[src/core/t1lij_pkg.sv]
// package of constants for the t1 line interface and jitter control block
// assumes a single mclk domain at 250 MHz and a plain register port
//
// Overview of operation
// - build-out code taken from control bits 7:5
// - codes 0-4 dsx-1 lengths, 5-7 csu attenuation
// - control bit 3 places the jitter attenuator
// - depth bit 2: 0 gives 128, 1 gives 32
// - disable bit 1 bypasses the attenuator
// - power-down bit 0 tri-states both transmit outputs
// - recovery oversamples line sixteen times per bit
// - carrier loss switches recovered clock to master
// - receive-path attenuator restores 50% duty cycle
// - smoothed clock reads data out of fifo
// - detect jitter at fill of 124 or 30 ui and above, or below 4 or 2 ui
// - divide by 15 or 17 on excess jitter
// - set limit-trip flag when dividing off nominal
// - gain-limit bit 4 selects -36 or -30 db
package t1lij_pkg;
  // ----------------------------------------------------------------
  // register map
  // ----------------------------------------------------------------
  localparam logic [7:0] T1LIJ_ADDR_LINE_CTL = 8'h7c;
  localparam logic [7:0] T1LIJ_ADDR_RX_INFO = 8'h7d;
  localparam logic [7:0] T1LIJ_ADDR_ISTAT = 8'h7e;
  localparam logic [7:0] T1LIJ_ADDR_IMASK = 8'h7f;
  localparam logic [7:0] T1LIJ_LINE_CTL_RST = 8'h00;
  localparam logic [7:0] T1LIJ_IMASK_RST = 8'h00;
  localparam int T1LIJ_BO_MSB = 7;
  localparam int T1LIJ_BO_LSB = 5;
  localparam int T1LIJ_GAIN_BIT = 4;
  localparam int T1LIJ_PATH_BIT = 3;
  localparam int T1LIJ_DEPTH_BIT = 2;
  localparam int T1LIJ_DIS_BIT = 1;
  localparam int T1LIJ_PDN_BIT = 0;
  localparam int T1LIJ_TRIP_BIT = 5;
  localparam int T1LIJ_CLOS_BIT = 0;
  // ----------------------------------------------------------------
  // timing and fifo
  // ----------------------------------------------------------------
  localparam logic [4:0] T1LIJ_DIV_NOM = 5'd16;
  localparam logic [4:0] T1LIJ_DIV_FAST = 5'd15;
  localparam logic [4:0] T1LIJ_DIV_SLOW = 5'd17;
  localparam logic [3:0] T1LIJ_OVS = 4'hf;
  localparam logic [3:0] T1LIJ_OVS_HALF = 4'h8;
  localparam logic [7:0] T1LIJ_DEPTH_BIG = 8'd128;
  localparam logic [7:0] T1LIJ_DEPTH_SMALL = 8'd32;
  localparam logic [7:0] T1LIJ_MARGIN_BIG = 8'd4;
  localparam logic [7:0] T1LIJ_MARGIN_SMALL = 8'd2;
  localparam logic [5:0] T1LIJ_LOS_ZEROS = 6'd48;
  typedef enum logic [2:0] {T1LIJ_BO_0DB, T1LIJ_BO_266, T1LIJ_BO_399, T1LIJ_BO_533, T1LIJ_BO_655,
                            T1LIJ_BO_CSU75, T1LIJ_BO_CSU15, T1LIJ_BO_CSU225} t1lij_bo_t;
endpackage

[src/core/t1lij_top.sv]
// top of the t1 line interface control and jitter attenuator logic
// assumes a plain register port and tx_clock_in, line inputs synchronous to mclk
//
// Strobed register access was decided locally.
`timescale 1ns/10ps
module t1lij_top
  import t1lij_pkg::*;
(
  input wire logic mclk,
  input wire logic rst_n,
  input wire logic [7:0] addr,
  input wire logic [7:0] wdata,
  input wire logic wr_stb,
  input wire logic rd_stb,
  output logic [7:0] rdata,
  output logic irq,
  input wire logic rx_line_pos,
  input wire logic rx_line_neg,
  input wire logic tx_clock_in,
  input wire logic tx_data_in,
  input wire logic tx_line_clock_en,
  output logic tx_line_pos_o,
  output logic tx_line_pos_oe,
  output logic tx_line_neg_o,
  output logic tx_line_neg_oe,
  output logic [2:0] build_out_code,
  output logic rx_gain_limit,
  output logic recovered_clock_out,
  output logic rx_data_out,
  output logic tx_line_clock,
  output logic rx_carrier_loss
);
  import t1lij_pkg::*;
  logic [7:0] ctl_r, ctl_nxt, stat_r, stat_nxt, mask_r, mask_nxt, rdata_r, rdata_nxt;
  logic trip_r, trip_nxt, clos_r, clos_nxt, txc_r, txc_nxt;
  logic tlc_r, tlc_nxt, ami_r, ami_nxt, tx_mark;
  logic [4:0] div_r, div_nxt, dcnt_r, dcnt_nxt;
  logic [3:0] pre_r, pre_nxt;
  logic sm_clk_r, sm_clk_nxt, rd_pulse_r, rd_pulse_nxt;
  logic ovs_tick, rec_clk, rec_data, rec_bit, carrier_lost;
  logic ja_on, ja_rx, wr_en, wr_bit, rd_bit, tx_edge, excess_hi, excess_lo, off_nominal;
  logic [7:0] fill, depth, margin;
  t1lij_bo_t build_out_sel;

  function automatic logic [7:0] depth_of(input logic sel);
    depth_of = sel ? T1LIJ_DEPTH_SMALL : T1LIJ_DEPTH_BIG;
  endfunction

  // ----------------------------------------------------------------
  // recovery and fifo
  // ----------------------------------------------------------------
  t1lij_recovery u_rec (
    .mclk(mclk),
    .rst_n(rst_n),
    .ovs_tick(ovs_tick),
    .rx_line_pos(rx_line_pos),
    .rx_line_neg(rx_line_neg),
    .rec_clk(rec_clk),
    .rec_data(rec_data),
    .rec_bit(rec_bit),
    .carrier_lost(carrier_lost)
  );
  t1lij_fifo u_fifo (
    .mclk(mclk),
    .rst_n(rst_n),
    .wr_en(wr_en),
    .wr_bit(wr_bit),
    .rd_en(rd_pulse_r),
    .rd_bit(rd_bit),
    .fill(fill)
  );

  // ----------------------------------------------------------------
  // control decode
  // ----------------------------------------------------------------
  always_comb
  begin
    build_out_sel = t1lij_bo_t'(ctl_r[T1LIJ_BO_MSB:T1LIJ_BO_LSB]);
    ja_on = !ctl_r[T1LIJ_DIS_BIT];
    ja_rx = !ctl_r[T1LIJ_PATH_BIT];
    depth = depth_of(ctl_r[T1LIJ_DEPTH_BIT]);
    margin = ctl_r[T1LIJ_DEPTH_BIT] ? T1LIJ_MARGIN_SMALL : T1LIJ_MARGIN_BIG;
    ovs_tick = (pre_r == 4'h0);
    tx_edge = tx_clock_in & !txc_r;
    wr_en = ja_on && (ja_rx ? rec_bit : tx_edge);
    wr_bit = ja_rx ? rec_data : tx_data_in;
    excess_hi = fill >= depth - margin;
    excess_lo = fill < margin;
    off_nominal = ja_on && (excess_hi || excess_lo);
  end

  // ----------------------------------------------------------------
  // smoothed clock divider
  // ----------------------------------------------------------------
  always_comb
  begin
    pre_nxt = pre_r + 4'h1;
    txc_nxt = tx_clock_in;
    div_nxt = div_r;
    dcnt_nxt = dcnt_r + 5'd1;
    sm_clk_nxt = sm_clk_r;
    rd_pulse_nxt = 1'b0;
    trip_nxt = 1'b0;
    if (dcnt_r >= div_r - 5'd1)
    begin
      dcnt_nxt = 5'd0;
      rd_pulse_nxt = ja_on;
      if (!off_nominal)
        div_nxt = T1LIJ_DIV_NOM;
      else if (excess_hi)
        div_nxt = T1LIJ_DIV_FAST;
      else
        div_nxt = T1LIJ_DIV_SLOW;
    end
    sm_clk_nxt = (dcnt_nxt < {1'b0, div_nxt[4:1]});
    trip_nxt = (div_r != T1LIJ_DIV_NOM);
  end
  always_ff @(posedge mclk or negedge rst_n)
  begin
    if (!rst_n)
    begin
      pre_r <= 4'h0;
      txc_r <= 1'b0;
      div_r <= T1LIJ_DIV_NOM;
      dcnt_r <= 5'd0;
      sm_clk_r <= 1'b0;
      rd_pulse_r <= 1'b0;
      trip_r <= 1'b0;
    end
    else
    begin
      pre_r <= pre_nxt;
      txc_r <= txc_nxt;
      div_r <= div_nxt;
      dcnt_r <= dcnt_nxt;
      sm_clk_r <= sm_clk_nxt;
      rd_pulse_r <= rd_pulse_nxt;
      trip_r <= trip_nxt;
    end
  end

  // ----------------------------------------------------------------
  // registers and interrupt
  // ----------------------------------------------------------------
  always_comb
  begin
    ctl_nxt = ctl_r;
    mask_nxt = mask_r;
    stat_nxt = stat_r;
    clos_nxt = carrier_lost;
    rdata_nxt = 8'h00;
    if (wr_stb && addr == T1LIJ_ADDR_LINE_CTL)
      ctl_nxt = wdata;
    if (wr_stb && addr == T1LIJ_ADDR_IMASK)
      mask_nxt = wdata;
    if (wr_stb && addr == T1LIJ_ADDR_ISTAT)
      stat_nxt = stat_r & ~wdata;
    if (trip_r)
      stat_nxt[T1LIJ_TRIP_BIT] = 1'b1;
    if (carrier_lost && !clos_r)
      stat_nxt[T1LIJ_CLOS_BIT] = 1'b1;
    if (rd_stb)
    begin
      case (addr)
        T1LIJ_ADDR_LINE_CTL: rdata_nxt = ctl_r;
        T1LIJ_ADDR_RX_INFO: rdata_nxt = {2'b00, trip_r, 4'h0, carrier_lost};
        T1LIJ_ADDR_ISTAT: rdata_nxt = stat_r;
        T1LIJ_ADDR_IMASK: rdata_nxt = mask_r;
        default: rdata_nxt = 8'h00;
      endcase
    end
  end
  always_ff @(posedge mclk or negedge rst_n)
  begin
    if (!rst_n)
    begin
      ctl_r <= T1LIJ_LINE_CTL_RST;
      mask_r <= T1LIJ_IMASK_RST;
      stat_r <= 8'h00;
      clos_r <= 1'b0;
      rdata_r <= 8'h00;
    end
    else
    begin
      ctl_r <= ctl_nxt;
      mask_r <= mask_nxt;
      stat_r <= stat_nxt;
      clos_r <= clos_nxt;
      rdata_r <= rdata_nxt;
    end
  end

  // ----------------------------------------------------------------
  // transmit mark polarity
  // ----------------------------------------------------------------
  always_comb
  begin
    tlc_nxt = tx_line_clock;
    ami_nxt = ami_r;
    if (tx_line_clock && !tlc_r && tx_mark)
      ami_nxt = !ami_r;
  end
  always_ff @(posedge mclk or negedge rst_n)
  begin
    if (!rst_n)
    begin
      tlc_r <= 1'b0;
      ami_r <= 1'b0;
    end
    else
    begin
      tlc_r <= tlc_nxt;
      ami_r <= ami_nxt;
    end
  end

  // ----------------------------------------------------------------
  // outputs
  // ----------------------------------------------------------------
  assign rdata = rdata_r;
  assign irq = |(stat_r & mask_r);
  assign build_out_code = build_out_sel;
  assign rx_gain_limit = ctl_r[T1LIJ_GAIN_BIT];
  assign rx_carrier_loss = carrier_lost;
  assign recovered_clock_out = carrier_lost ? pre_r[3] : ((ja_on && ja_rx) ? sm_clk_r : rec_clk);
  assign rx_data_out = (ja_on && ja_rx) ? rd_bit : rec_data;
  assign tx_line_clock = (ja_on && !ja_rx) ? sm_clk_r : (tx_clock_in & tx_line_clock_en);
  assign tx_mark = (ja_on && !ja_rx) ? rd_bit : tx_data_in;
  assign tx_line_pos_oe = !ctl_r[T1LIJ_PDN_BIT];
  assign tx_line_neg_oe = !ctl_r[T1LIJ_PDN_BIT];
  assign tx_line_pos_o = tx_mark & !ami_r & tx_line_pos_oe;
  assign tx_line_neg_o = tx_mark & ami_r & tx_line_neg_oe;
endmodule

[src/core/t1lij_recovery.sv]
// clock and data recovery by 16x oversampling of the line pair
// assumes ovs_tick marks each 16x sample instant in the mclk domain
`timescale 1ns/10ps
module t1lij_recovery
  import t1lij_pkg::*;
(
  input wire logic mclk,
  input wire logic rst_n,
  input wire logic ovs_tick,
  input wire logic rx_line_pos,
  input wire logic rx_line_neg,
  output logic rec_clk,
  output logic rec_data,
  output logic rec_bit,
  output logic carrier_lost
);
  logic [3:0] phase_r, phase_nxt;
  logic [5:0] zeros_r, zeros_nxt;
  logic clk_r, clk_nxt, data_r, data_nxt, seen_r, seen_nxt, bit_r, bit_nxt;
  logic mark;
  // ----------------------------------------------------------------
  // phase tracking and sampling
  // ----------------------------------------------------------------
  always_comb
  begin
    mark = rx_line_pos | rx_line_neg;
    phase_nxt = phase_r;
    zeros_nxt = zeros_r;
    clk_nxt = clk_r;
    data_nxt = data_r;
    seen_nxt = seen_r;
    bit_nxt = 1'b0;
    if (ovs_tick)
    begin
      phase_nxt = phase_r + 4'h1;
      if (mark)
        seen_nxt = 1'b1;
      if (mark && !seen_r && phase_r > T1LIJ_OVS_HALF)
        phase_nxt = 4'h0;
      clk_nxt = (phase_nxt < T1LIJ_OVS_HALF - 4'h1);
      if (phase_r == T1LIJ_OVS)
      begin
        data_nxt = seen_r | mark;
        bit_nxt = 1'b1;
        seen_nxt = 1'b0;
        if (seen_r | mark)
          zeros_nxt = 6'd0;
        else if (zeros_r != T1LIJ_LOS_ZEROS)
          zeros_nxt = zeros_r + 6'd1;
      end
    end
  end
  always_ff @(posedge mclk or negedge rst_n)
  begin
    if (!rst_n)
    begin
      phase_r <= 4'h0;
      zeros_r <= 6'd0;
      clk_r <= 1'b0;
      data_r <= 1'b0;
      seen_r <= 1'b0;
      bit_r <= 1'b0;
    end
    else
    begin
      phase_r <= phase_nxt;
      zeros_r <= zeros_nxt;
      clk_r <= clk_nxt;
      data_r <= data_nxt;
      seen_r <= seen_nxt;
      bit_r <= bit_nxt;
    end
  end
  assign rec_clk = clk_r;
  assign rec_data = data_r;
  assign rec_bit = bit_r;
  assign carrier_lost = (zeros_r == T1LIJ_LOS_ZEROS);
endmodule

[src/core/t1lij_fifo.sv]
// jitter attenuator elastic fifo, 128 bits of flip-flop storage
// assumes write and read strobes are single-cycle pulses in mclk
`timescale 1ns/10ps
module t1lij_fifo
  import t1lij_pkg::*;
(
  input wire logic mclk,
  input wire logic rst_n,
  input wire logic wr_en,
  input wire logic wr_bit,
  input wire logic rd_en,
  output logic rd_bit,
  output logic [7:0] fill
);
  logic [127:0] mem_r, mem_nxt;
  logic [6:0] wp_r, wp_nxt, rp_r, rp_nxt;
  logic [7:0] fill_r, fill_nxt;
  logic out_r, out_nxt;
  // ----------------------------------------------------------------
  // storage and pointers
  // ----------------------------------------------------------------
  always_comb
  begin
    mem_nxt = mem_r;
    wp_nxt = wp_r;
    rp_nxt = rp_r;
    fill_nxt = fill_r;
    out_nxt = out_r;
    if (wr_en && fill_r != T1LIJ_DEPTH_BIG)
    begin
      mem_nxt[wp_r] = wr_bit;
      wp_nxt = wp_r + 7'd1;
      fill_nxt = fill_nxt + 8'd1;
    end
    if (rd_en && fill_r != 8'd0)
    begin
      out_nxt = mem_r[rp_r];
      rp_nxt = rp_r + 7'd1;
      fill_nxt = fill_nxt - 8'd1;
    end
  end
  always_ff @(posedge mclk or negedge rst_n)
  begin
    if (!rst_n)
    begin
      mem_r <= '0;
      wp_r <= 7'd0;
      rp_r <= 7'd0;
      fill_r <= 8'd0;
      out_r <= 1'b0;
    end
    else
    begin
      mem_r <= mem_nxt;
      wp_r <= wp_nxt;
      rp_r <= rp_nxt;
      fill_r <= fill_nxt;
      out_r <= out_nxt;
    end
  end
  assign rd_bit = out_r;
  assign fill = fill_r;
endmodule

[config.mk]
export PLATFORM = sky130hd
export DESIGN_NAME = t1lij_top
export DESIGN_NICKNAME = d
export VERILOG_FILES = /design/src/core/t1lij_pkg.sv /design/src/core/t1lij_top.sv /design/src/core/t1lij_recovery.sv /design/src/core/t1lij_fifo.sv
export SDC_FILE = /design/constraint.sdc
export NUM_CORES = 1
export LEC_CHECK = 0
export BUFFER_PORTS_ARGS = -buffer_cell sky130_fd_sc_hd__buf_4
export CAP_MARGIN = 10
export CORE_MARGIN = 5
export CORE_UTILIZATION = 33
export CTS_BUF_LIST = sky130_fd_sc_hd__clkbuf_16
export DETAILED_ROUTE_END_ITERATION = 10
export HOLD_SLACK_MARGIN = 0.1
export PLACE_DENSITY = 0.46
export SYNTH_ARGS = -nofsm -noshare
export SYNTH_HDL_FRONTEND = slang
export SYNTH_SLANG_ARGS = --single-unit
[constraint.sdc]
create_clock -name mclk -period 4.1 [get_ports mclk]
set_clock_uncertainty 0.1 [all_clocks]
set_input_delay 0.41 -clock mclk [delete_from_list [all_inputs] [get_ports mclk]]
set_output_delay 0.41 -clock mclk [all_outputs]
set_load 0.005 [all_outputs]
; ---- Word level (Yosys, flattened, before mapping)
; Index checks and enable logic that the tools add are counted.
[word_totals]
regBits = 218
output_inout_bits = 21
elab_cells = 135
inputBits = 25
[classes]
magnitude_cmp = 9
n_reduce_logical = 34
n_bitwise = 11
addsub = 10
mux = 34
n_eq_ne = 9
[op_table]
columns = operator, count
row1 = bitwise mux 128 bit, 1
row2 = "== test 8 x 7 -> 1 bit, second input constant", 4
row3 = two-way mux 8 bit, 4
row4 = case mux 8 bit (4 select lines), 1
row5 = two-way mux 5 bit, 4
row6 = two-way mux 6 bit, 3
row7 = bitwise AND 8 bit, 2
row8 = "< comparator 7 x 8 -> 1 bit, second input constant", 2
row9 = two-way mux 1 bit, 16
row10 = logical AND 1 bit, 15
row11 = "adder 7 x 1 -> 7 bit, second input constant", 2
row12 = "adder 4 x 1 -> 4 bit, second input constant", 2
row13 = "adder 8 x 1 -> 8 bit, second input constant", 1
row14 = >= comparator 8 bit, 1
row15 = zero test 1 bit, 8
row16 = < comparator 8 x 3 -> 1 bit, 1
row17 = two-way mux 4 bit, 2
row18 = "!= test 8 bit, second input constant", 1
row19 = inverter 8 bit, 1
row20 = nonzero test 2 bit, 4
row21 = nonzero test 8 bit, 1
row22 = OR reduction 8 bit, 1
row23 = "subtractor 8 x 1 -> 8 bit, second input constant", 1
row24 = subtractor 8 x 3 -> 8 bit, 1
row25 = other kinds (21), 28

; ---- Longest topological paths before layout
; Gate-level depths: netlist of the first run.
[depth]
word_depth = 8
depth_mapped = 14

; ---- Cells and area by module
; From an unflattened synthesis of the first run, not the netlist that was laid out.
[unflattened]
hier_cells = 1002
area_unflattened_um2 = 11370.9
[by_module_without_submodules]
columns = mod, instances, seq_area_each_um2, area_each_um2, cells_per_inst
row1 = t1lij_fifo, 1, 3778.6, 7895.1, 696
row2 = t1lij_top, 1, 1327.5, 2700.1, 232
row3 = t1lij_recovery, 1, 350.3, 775.7, 74

; ---- Worst setup path after synthesis of the first run
; No wires, ideal clock.
[synth_path]
kind = register to register
from = register div_r[0]
to = register sm_clk_r
arrival_time_ns = 2.987
setup_ns = 0.125
required_time_ns = 3.875
path_slack_ns = 0.888
period_less_slack_ns = 3.212
path_stages_with_launch = 15
path_cell_list = dfrtp_1 inv_1 ha_1 ha_1 a21o_1 a21o_1 a21o_1 a21oi_1 or3_1 clkbuf_1 o21ai_0 ha_1 nand3_1 a31oi_1 a2111oi_0
[synth_via]
elab_chain_len = 4
word_cells_on_any_way = 5
[synth_rtl]
columns = element, line
row1 = start: declaration, t1lij_top.sv:37  ; logic [4:0] div_r, div_nxt, dcnt_r, dcnt_nxt;
row2 = start signal: assignment, t1lij_top.sv:134  ; div_r <= div_nxt;
row3 = subtractor 5 x 1 -> 5 bit (*), t1lij_top.sv:104  ; if (dcnt_r >= div_r - 5'd1)
row4 = >= comparator 5 bit (*), t1lij_top.sv:104
row5 = two-way mux 5 bit, t1lij_top.sv:104
row6 = < comparator 5 x 4 -> 1 bit (*), t1lij_top.sv:115  ; sm_clk_nxt = (dcnt_nxt < {1'b0, div_nxt[4:1]});
row7 = net sm_clk_nxt, t1lij_top.sv:39  ; logic sm_clk_r, sm_clk_nxt, rd_pulse_r, rd_pulse_nxt;
row8 = end signal: assignment, t1lij_top.sv:136  ; sm_clk_r <= sm_clk_nxt;
row9 = end: declaration, t1lij_top.sv:39
; Mark *: on every way through the listed nets, which the timed path passes. The rest lies on a longest branch.
; A chain may end at the register's enable or synchronous reset.

; ---- Final worst setup path of the first run
[layout_path]
from = register div_r[1]
to = register sm_clk_r
[layout_via]
elab_chain_len = 4
word_cells_on_any_way = 5
[layout_rtl]
columns = element, line
row1 = subtractor 5 x 1 -> 5 bit, t1lij_top.sv:104
row2 = >= comparator 5 bit, t1lij_top.sv:104
row3 = two-way mux 5 bit, t1lij_top.sv:104
row4 = < comparator 5 x 4 -> 1 bit (*), t1lij_top.sv:115
row5 = net sm_clk_nxt, t1lij_top.sv:39
; Marks and branches as above.

==> results by group, run 1 <==
Route
  – Mean routed wirelength per cell: 18.44 µm
  – Drt first pass iters: 5
  – Number of DRC markers after the initial detailed-route iteration: 599
  – Vias: 8,056
  – Antenna violation net count after detailed routing: 0
  – Remaining design rule violation count: 0
  – Routed Wire Length: 28.08 mm
  – Vias per Instance: 5.290

Worst setup path
  – Crit path required time: 4370 ps
  – Critical path arrival: 3630 ps
  – Worst setup path category: flop to flop
  – Biggest fanout along the worst timing path: 8
  – Type of element launching the critical path: flop
  – CP endpoint kind: flop

Final layout
  – Area growth from synthesis to layout: 15.74%
  – Fraction of final layout cells sized beyond drive strength 1: 15.82%
  – Nets@finish: 1,114
  – Antenna diode instance count: 0

STA
  – Relative slew slack: 28.57%
  – RSZ-0062 raised after global routing: false
  – Final min period: 3357 ps
  – Final setup TNS: 0 ps
  – Slew Viols, Final: 0
  – Total count of hold-check failures in the final report: 0
  – Smallest setup slack after layout: 742.9 ps
  – Tcrit/Tclk final: 81.88%
  – Final setup violation count: 0
  – Slew of the pin with the lowest slew margin: 1069 ps
  – Achievable frequency: 297.9 MHz

Global routing
  – Total routing usage reported by global routing: 15.40%
  – Gr busiest metal: met2
  – Global routing usage on met1: 21.65%
  – Pin count of the biggest net entering global routing: 113
  – Met3 usage: 2.472%
  – Via count of the first global-routing pass: 8,022
  – Number of antenna violations at the first check in global routing: 0
  – Met2 Usage GRT: 25.37%
  – Total grt overflow: 0
  – Wire length of the first global-routing pass: 45.82 mm

Floorplan
  – Starting density of the core: 33.51%
  – Core Footprint: 32,540 µm²
  – Chip Width: 191.8 µm
  – IO Count: 46
  – Die Ht: 191.8 µm
  – Area enclosed by the die boundary: 36,770 µm²
  – Core Rows: 66

Synth
  – Synth warnings: 0
  – Sequential element share of the synthesized area: 50.05%
  – Flops & latches, synth: 218
  – Post-synth ARST share: 100.0%
  – EDFF count, synth: 0
  – Post-Syn Instances: 1,043
  – Post-Synthesis Mean Instance Area: 10.45 µm²
  – Dominant synthesized flop cell: sky130_fd_sc_hd__dfrtp_1
  – Net Count, Synth: 1,093
  – Count of different cell masters after synthesis: 62
  – Cell area after technology mapping: 10,900 µm²

Clocking
  – Post-CTS resize count: 0
  – Hold Buf Count CTS: 12
  – TritonCTS clock tree: built
  – Number of buffers created by CTS: 26
  – Clock latency reported for the late side of the worst-skew pair: 520 ps
  – CTS sink count: 218
  – CTS H-tree depth: 1
  – Root buf cell: sky130_fd_sc_hd__clkbuf_16
  – Clock-pin transition on the worst setup and hold timing paths: 60 ps
  – Number of buffers on the longest clock path: 3
  – Post-CTS Setup Bufs: 0

Place
  – Detailed-placement wirelength estimate: 18.05 mm
  – Port bufs: 45
  – Post-placement setup slack: 824.1 ps
  – Global placement routability congestion: 0.7906

Pwr
  – Leak: 5.583 nW
  – Worst vdd ir: 0.0003262 V
  – Total power divided by cell area: 497.5 nW/µm²
  – Total power draw: 6.277 mW

Job
  – Number of violations of the max-capacitance limit: 0

Status
  – Outcome: completed

Worst hold path
  – Hold/Removal Path Class: input pin to flop
-- registers in the layout, summed over array words and instances (netlist names), 4 cells and up --
signal / cells
div_r: 5
dcnt_r: 5
pre_r: 4
u_fifo.fill: 8
mask_r: 8
stat_r: 8
u_fifo.wp_r: 7
rdata: 8
u_rec.zeros_r: 6
ctl_r: 8
u_fifo.rp_r: 7
u_fifo.mem_r: 128
u_rec.phase_r: 4
-- routing by layer --
metal / wire (µm) / vias to the layer above
met5: 0 / -
met4: 428 / 0
met3: 1183 / 30
met2: 13090 / 160
met1: 13380 / 3945
li1: - / 3921
-- layout make-up --
cell class	count	area, µm²
well taps	442	553.0
clock buffers	27	675.6
multi-input cells	712	4995
flip-flops and latches	218	5458
clock inverters	18	98.84
inverters	19	71.32
repair buffers	87	765.7
fillers	3269	19920
-- cell families (layout without fill, tap and decap cells) --
logic type      count (synthesis)  in the layout  share of synthesized area (%)
fa+ha+maj                      25             25                          2.869
xor+xnor                       34             34                          2.732
mux                            78             78                          9.928
simple gates                  222            222                          10.83
buf+inv                       113            151                          4.453
flops                         218            218                          50.05
compound gates                353            353                          19.13
-- metrics by stage --
step / instance area, µm² / std cells / hold slack [ps] / utilization, %
after floorplan: 10900 / 1043 / 14.41 / -
after global placement: 11720 / 1466 / 345.8 / 36.03
after detailed placement: 11720 / 1466 / 355.3 / 36.03
after CTS: 12620 / 1523 / 131.8 / 38.78
after global routing: 12620 / 1523 / 179.0 / 38.78
final: 12620 / 1523 / 152.2 / 38.78
-- report_power, final --
group          switching [mW]  internal, mW
Combinational           0.960         0.687
Clock                   0.885          1.23
Sequential              0.206          2.31
Total                    2.05          4.23
-- worst max-delay path, cell delays in order (launching register included) --
cell	delay (ps)
sky130_fd_sc_hd__dfrtp_1	370
sky130_fd_sc_hd__inv_1	70
sky130_fd_sc_hd__ha_1	270
sky130_fd_sc_hd__ha_1	270
sky130_fd_sc_hd__a21o_1	160
sky130_fd_sc_hd__a21o_1	170
sky130_fd_sc_hd__a21o_1	180
sky130_fd_sc_hd__a21oi_1	140
sky130_fd_sc_hd__buf_4	160
sky130_fd_sc_hd__or3_1	220
sky130_fd_sc_hd__o21ai_0	150
sky130_fd_sc_hd__ha_1	320
sky130_fd_sc_hd__nand3_1	90
sky130_fd_sc_hd__a31oi_1	40
sky130_fd_sc_hd__a2111oi_0	480
-- Yosys cell counts, drive strengths merged, types with 3 or more instances --
library cell | number | area share [%]
and2 | 7 | 0.40
nor2 | 65 | 2.3
nand4 | 8 | 0.46
nor3b | 8 | 0.60
a31oi | 138 | 7.9
mux2i | 35 | 3.2
mux2 | 21 | 2.2
xor2 | 14 | 1.1
a21boi | 6 | 0.41
nor4 | 6 | 0.57
xnor2 | 20 | 1.6
clkbuf | 58 | 2.0
buf | 36 | 1.8
a21o | 5 | 0.34
a211oi | 9 | 0.62
o31ai | 4 | 0.28
o21ai | 23 | 1.1
dfrtp | 217 | 50
nand3b | 3 | 0.21
o21a | 3 | 0.21
nand2b | 10 | 0.57
nor2b | 13 | 0.75
a22oi | 5 | 0.34
a311oi | 5 | 0.40
a21oi | 142 | 6.5
or3 | 7 | 0.40
nand2 | 46 | 1.6
inv | 18 | 0.62
mux4 | 22 | 4.5
ha | 25 | 2.9
nor3 | 18 | 1.1
nand3 | 18 | 0.83
-- worst paths after layout --
| path | start | to | slack, ps | cells after the start |
|---|---|---|---|---|
| max reg2reg | div_r[1] | sm_clk_r | 740 | 14 |
| max | div_r[1] | sm_clk_r | 740 | 14 |
| min reg2reg | clos_r | stat_r[0] | 350 | 1 |
| max in group asynchronous | rst_n | u_fifo.mem_r[29] | 2600 | 3 |
| min in group asynchronous | rst_n | ctl_r[6] | 450 | 2 |
| min | rx_line_pos | u_rec.seen_r | 150 | 5 |
-- placed cells by master (no fill, tap or decap), drive strengths merged, types with 3 or more instances in the layout --
cell | Yosys | layout
a211oi | 9 | 9
a21boi | 6 | 6
a21o | 5 | 5
a21oi | 142 | 142
a22oi | 5 | 5
a311oi | 5 | 5
a31oi | 138 | 138
and2 | 7 | 7
buf | 36 | 75
clkbuf | 58 | 27
clkinv | 1 | 10
dfrtp | 217 | 217
dlygate4sd3 | 0 | 12
ha | 25 | 25
inv | 18 | 25
mux2 | 21 | 21
mux2i | 35 | 35
mux4 | 22 | 22
nand2 | 46 | 46
nand2b | 10 | 10
nand3 | 18 | 18
nand3b | 3 | 3
nand4 | 8 | 8
nor2 | 65 | 65
nor2b | 13 | 13
nor3 | 18 | 18
nor3b | 8 | 8
nor4 | 6 | 6
o21a | 3 | 3
o21ai | 23 | 23
o31ai | 4 | 4
or3 | 7 | 7
xnor2 | 20 | 20
xor2 | 14 | 14
Note: power is estimated with default switching activity, not from simulation.
==> inputs of run 2 (changes only) <==
--- a/config.mk
+++ b/config.mk
@@ -12,7 +12,7 @@
 export CTS_BUF_LIST = sky130_fd_sc_hd__clkbuf_16
 export DETAILED_ROUTE_END_ITERATION = 10
 export HOLD_SLACK_MARGIN = 0.1
-export PLACE_DENSITY = 0.46
+export PLACE_DENSITY = 0.48
 export SYNTH_ARGS = -nofsm -noshare
 export SYNTH_HDL_FRONTEND = slang
 export SYNTH_SLANG_ARGS = --single-unit
==> constraint.sdc (replaced) <==
create_clock -name mclk -period 2.9 [get_ports mclk]
set_clock_uncertainty 0.1 [all_clocks]
set_input_delay 0.29 -clock mclk [delete_from_list [all_inputs] [get_ports mclk]]
set_output_delay 0.29 -clock mclk [all_outputs]
set_load 0.005 [all_outputs]
==> results by group, run 2 (same netlist as run 1, synthesis figures left out) <==
Clocking
  – Root buf cell: sky130_fd_sc_hd__clkbuf_16
  – CTS H-tree depth: 1 (unchanged)
  – Clock latency reported for the late side of the worst-skew pair: 530 ps (about the same)
  – Number of buffers on the longest clock path: 3 (unchanged)
  – Clock-pin transition on the worst setup and hold timing paths: 60 ps (about the same)
  – CTS sink count: 218 (unchanged)
  – Number of buffers created by CTS: 27 (+3.8%)
  – TritonCTS clock tree: built

Status
  – Outcome: completed

Route
  – Remaining design rule violation count: 0 (unchanged)
  – Vias: 8,330 (+3.4%)
  – Antenna violation net count after detailed routing: 0 (unchanged)
  – Vias per Instance: 5.279 (-0.20%)
  – Drt first pass iters: 5 (unchanged)
  – Mean routed wirelength per cell: 18.33 µm (-0.57%)
  – Routed Wire Length: 28.93 mm (+3.0%)
  – Number of DRC markers after the initial detailed-route iteration: 616 (+2.8%)

STA
  – Smallest setup slack after layout: 119.9 ps (-623.0 ps)
  – Worst hold slack: 138.7 ps (-13.49 ps)
  – Relative slew slack: 41.21% (+13 points)
  – RSZ-0062 raised after global routing: true
  – Final setup violation count: 0 (unchanged)
  – Slew of the pin with the lowest slew margin: 878.0 ps (-191.2 ps)
  – Tcrit/Tclk final: 95.87% (+14 points)
  – Slew Viols, Final: 0 (unchanged)
  – Final min period: 2780 ps (-577.0 ps)
  – Total count of hold-check failures in the final report: 0 (unchanged)
  – Achievable frequency: 359.7 MHz (+21%)

Floorplan
  – Chip Width: 191.8 µm (unchanged)
  – Starting density of the core: 33.51% (unchanged)
  – Core Footprint: 32,540 µm² (unchanged)
  – IO Count: 46 (unchanged)
  – Core Rows: 66 (unchanged)
  – Area enclosed by the die boundary: 36,770 µm² (unchanged)
  – Die Ht: 191.8 µm (unchanged)

Job
  – Number of violations of the max-capacitance limit: 0 (unchanged)

Worst setup path
  – Worst setup path category: flop to flop
  – Library cell appearing most often on the critical path: sky130_fd_sc_hd__a21o_1
  – Type of element launching the critical path: flop
  – CP endpoint kind: flop
  – Crit path required time: 3210 ps (-1160 ps)
  – CP Cell Sequence: inv_2 > ha_4 > ha_4 > a21o_1 > a21o_1 > a21o_1 > a21o_1 > nor2_1 > ha_4 > nand3_1 > a31oi_1 > a2111oi_2
  – Cell type of the slowest stage on the worst timing path: sky130_fd_sc_hd__dfrtp_1
  – CP max stage delay: 380 ps (-100 ps)
  – CP bufs+invs: 1 (-1)
  – Biggest fanout along the worst timing path: 6 (-2)
  – Top Family by Delay on Critical Path: compound AO/OA/AOI/OAI gates
  – Critical path arrival: 3090 ps (-540 ps)

Pwr
  – Worst vdd ir: 0.0005673 V (+74%)
  – Switching power as a share of total power: 32.19% (-0.47 points)
  – Total power divided by cell area: 728.2 nW/µm² (+46%)
  – Leak: 5.910 nW (+5.9%)
  – Power share of the clock group: 33.6% (-0.2 points)
  – Fraction of power consumed by sequential logic: 36.8% (-3.2 points)
  – Power spent charging and discharging nets: 3.101 mW (+51%)
  – Internal Power: 6.533 mW (+55%)
  – Combinational power share: 29.6% (+3.4 points)

Place
  – Global placement routability congestion: 0.7684 (-2.8%)
  – Port bufs: 45 (unchanged)
  – Post-placement setup slack: -102.9 ps (-927.0 ps)
  – Detailed-placement wirelength estimate: 19.05 mm (+5.5%)

Global routing
  – Wire length of the first global-routing pass: 46.86 mm (+2.3%)
  – Pin count of the biggest net entering global routing: 93 (-18%)
  – Number of antenna violations at the first check in global routing: 0 (unchanged)
  – Total routing usage reported by global routing: 15.65% (+0.26 points)
  – Total grt overflow: 0 (unchanged)
  – Via count of the first global-routing pass: 8,247 (+2.8%)

Final layout
  – Antenna diode instance count: 0 (unchanged)
  – Area growth from synthesis to layout: 21.37%
  – Most common cell after layout, fill and taps aside: sky130_fd_sc_hd__dfrtp_1
  – Register with the highest flop count: u_fifo.mem_r
  – Most used cells in the layout excluding fill and tap cells: sky130_fd_sc_hd__dfrtp_1, sky130_fd_sc_hd__a21oi_1, sky130_fd_sc_hd__a31oi_1
  – Nets@finish: 1,168 (+4.8%)
  – Fraction of final layout cells sized beyond drive strength 1: 21.39% (+5.6 points)
  – Max FFs per register: 128 (unchanged)

Worst hold path
  – Hold/Removal Path Class: input pin to flop
[run 2: cell types whose count changed in the layout (fill, tap and decap cells not counted), moves of 4 or more]
cell / before / now
sky130_fd_sc_hd__buf_4: 68 / 114
sky130_fd_sc_hd__ha_1: 25 / 21
sky130_fd_sc_hd__ha_4: 0 / 4
sky130_fd_sc_hd__inv_1: 25 / 19
[run 2: metrics by stage]
stage	cell area [µm²]	setup TNS (ps)	util [%]	instances	power, mW
after CTS	13200	0	40.57	1577	9.718
after floorplan	10940	0	-	1043	5.266
after global routing	13230	-19.42	40.67	1578	10.20
final	13230	0	40.67	1578	9.634
after detailed placement	12140	-102.9	37.31	1511	6.238
after global placement	12140	-91.90	37.31	1511	6.229
[run 2: power groups by stage]
stage | logic, mW | clock network [mW] | registers [mW]
after floorplan | 1.82 | 0 | 3.45
after global placement | 2.63 | 0 | 3.60
after detailed placement | 2.64 | 0 | 3.60
after CTS | 2.82 | 3.34 | 3.55
after global routing | 3.16 | 3.45 | 3.58
final | 2.85 | 3.24 | 3.54
[run 2: metal layers]
metal  part of all wire (%)  track usage, %  up-vias
met3                    4.0           2.017       39
met2                     46           25.50      158
met1                     47           22.19     4094
li1                       -               -     4039
met5                      0               0        -
met4                    2.4           3.923        0
[run 2: layout make-up]
type / count / area [µm²]
Fill cell: 3232 / 19300
Clock buffer: 27 / 675.6
Timing Repair Buffer: 140 / 1212
Inverter: 19 / 71.32
Multi-Input combinational cell: 712 / 5090
Tap cell: 442 / 553.0
Clock inverter: 20 / 171.4
Sequential cell: 218 / 5458
[run 2: repair_timing]
action                     CTS  global route
setup endpoints to repair    1             1
buffers inserted             4             1
pin swaps                   10             6
hold buffers                15             0
gates resized for setup      8             5
hold endpoints to repair   121             0
[run 2: path summary, 6_finish.rpt]
check,to,slack (ps),start,cells after the start
min in group asynchronous,ctl_r[6],300,rst_n,2
worst max-delay path,sm_clk_r,120,div_r[0],12
worst min register to register,stat_r[0],350,clos_r,1
worst min-delay path,rdata[7],140,addr[1],3
max in group asynchronous,u_fifo.mem_r[68],1540,rst_n,3
worst max register to register,sm_clk_r,120,div_r[0],12
[run 2: worst register-to-register path: cells and delay by family, from the launching register on]
family	cells	cell delay, ps
AO/OA/AOI/OAI	6	1090
buffers and inverters	1	90
adder cells (fa/ha/maj)	3	690
flip-flops	1	380
AND/OR/NAND/NOR	2	300
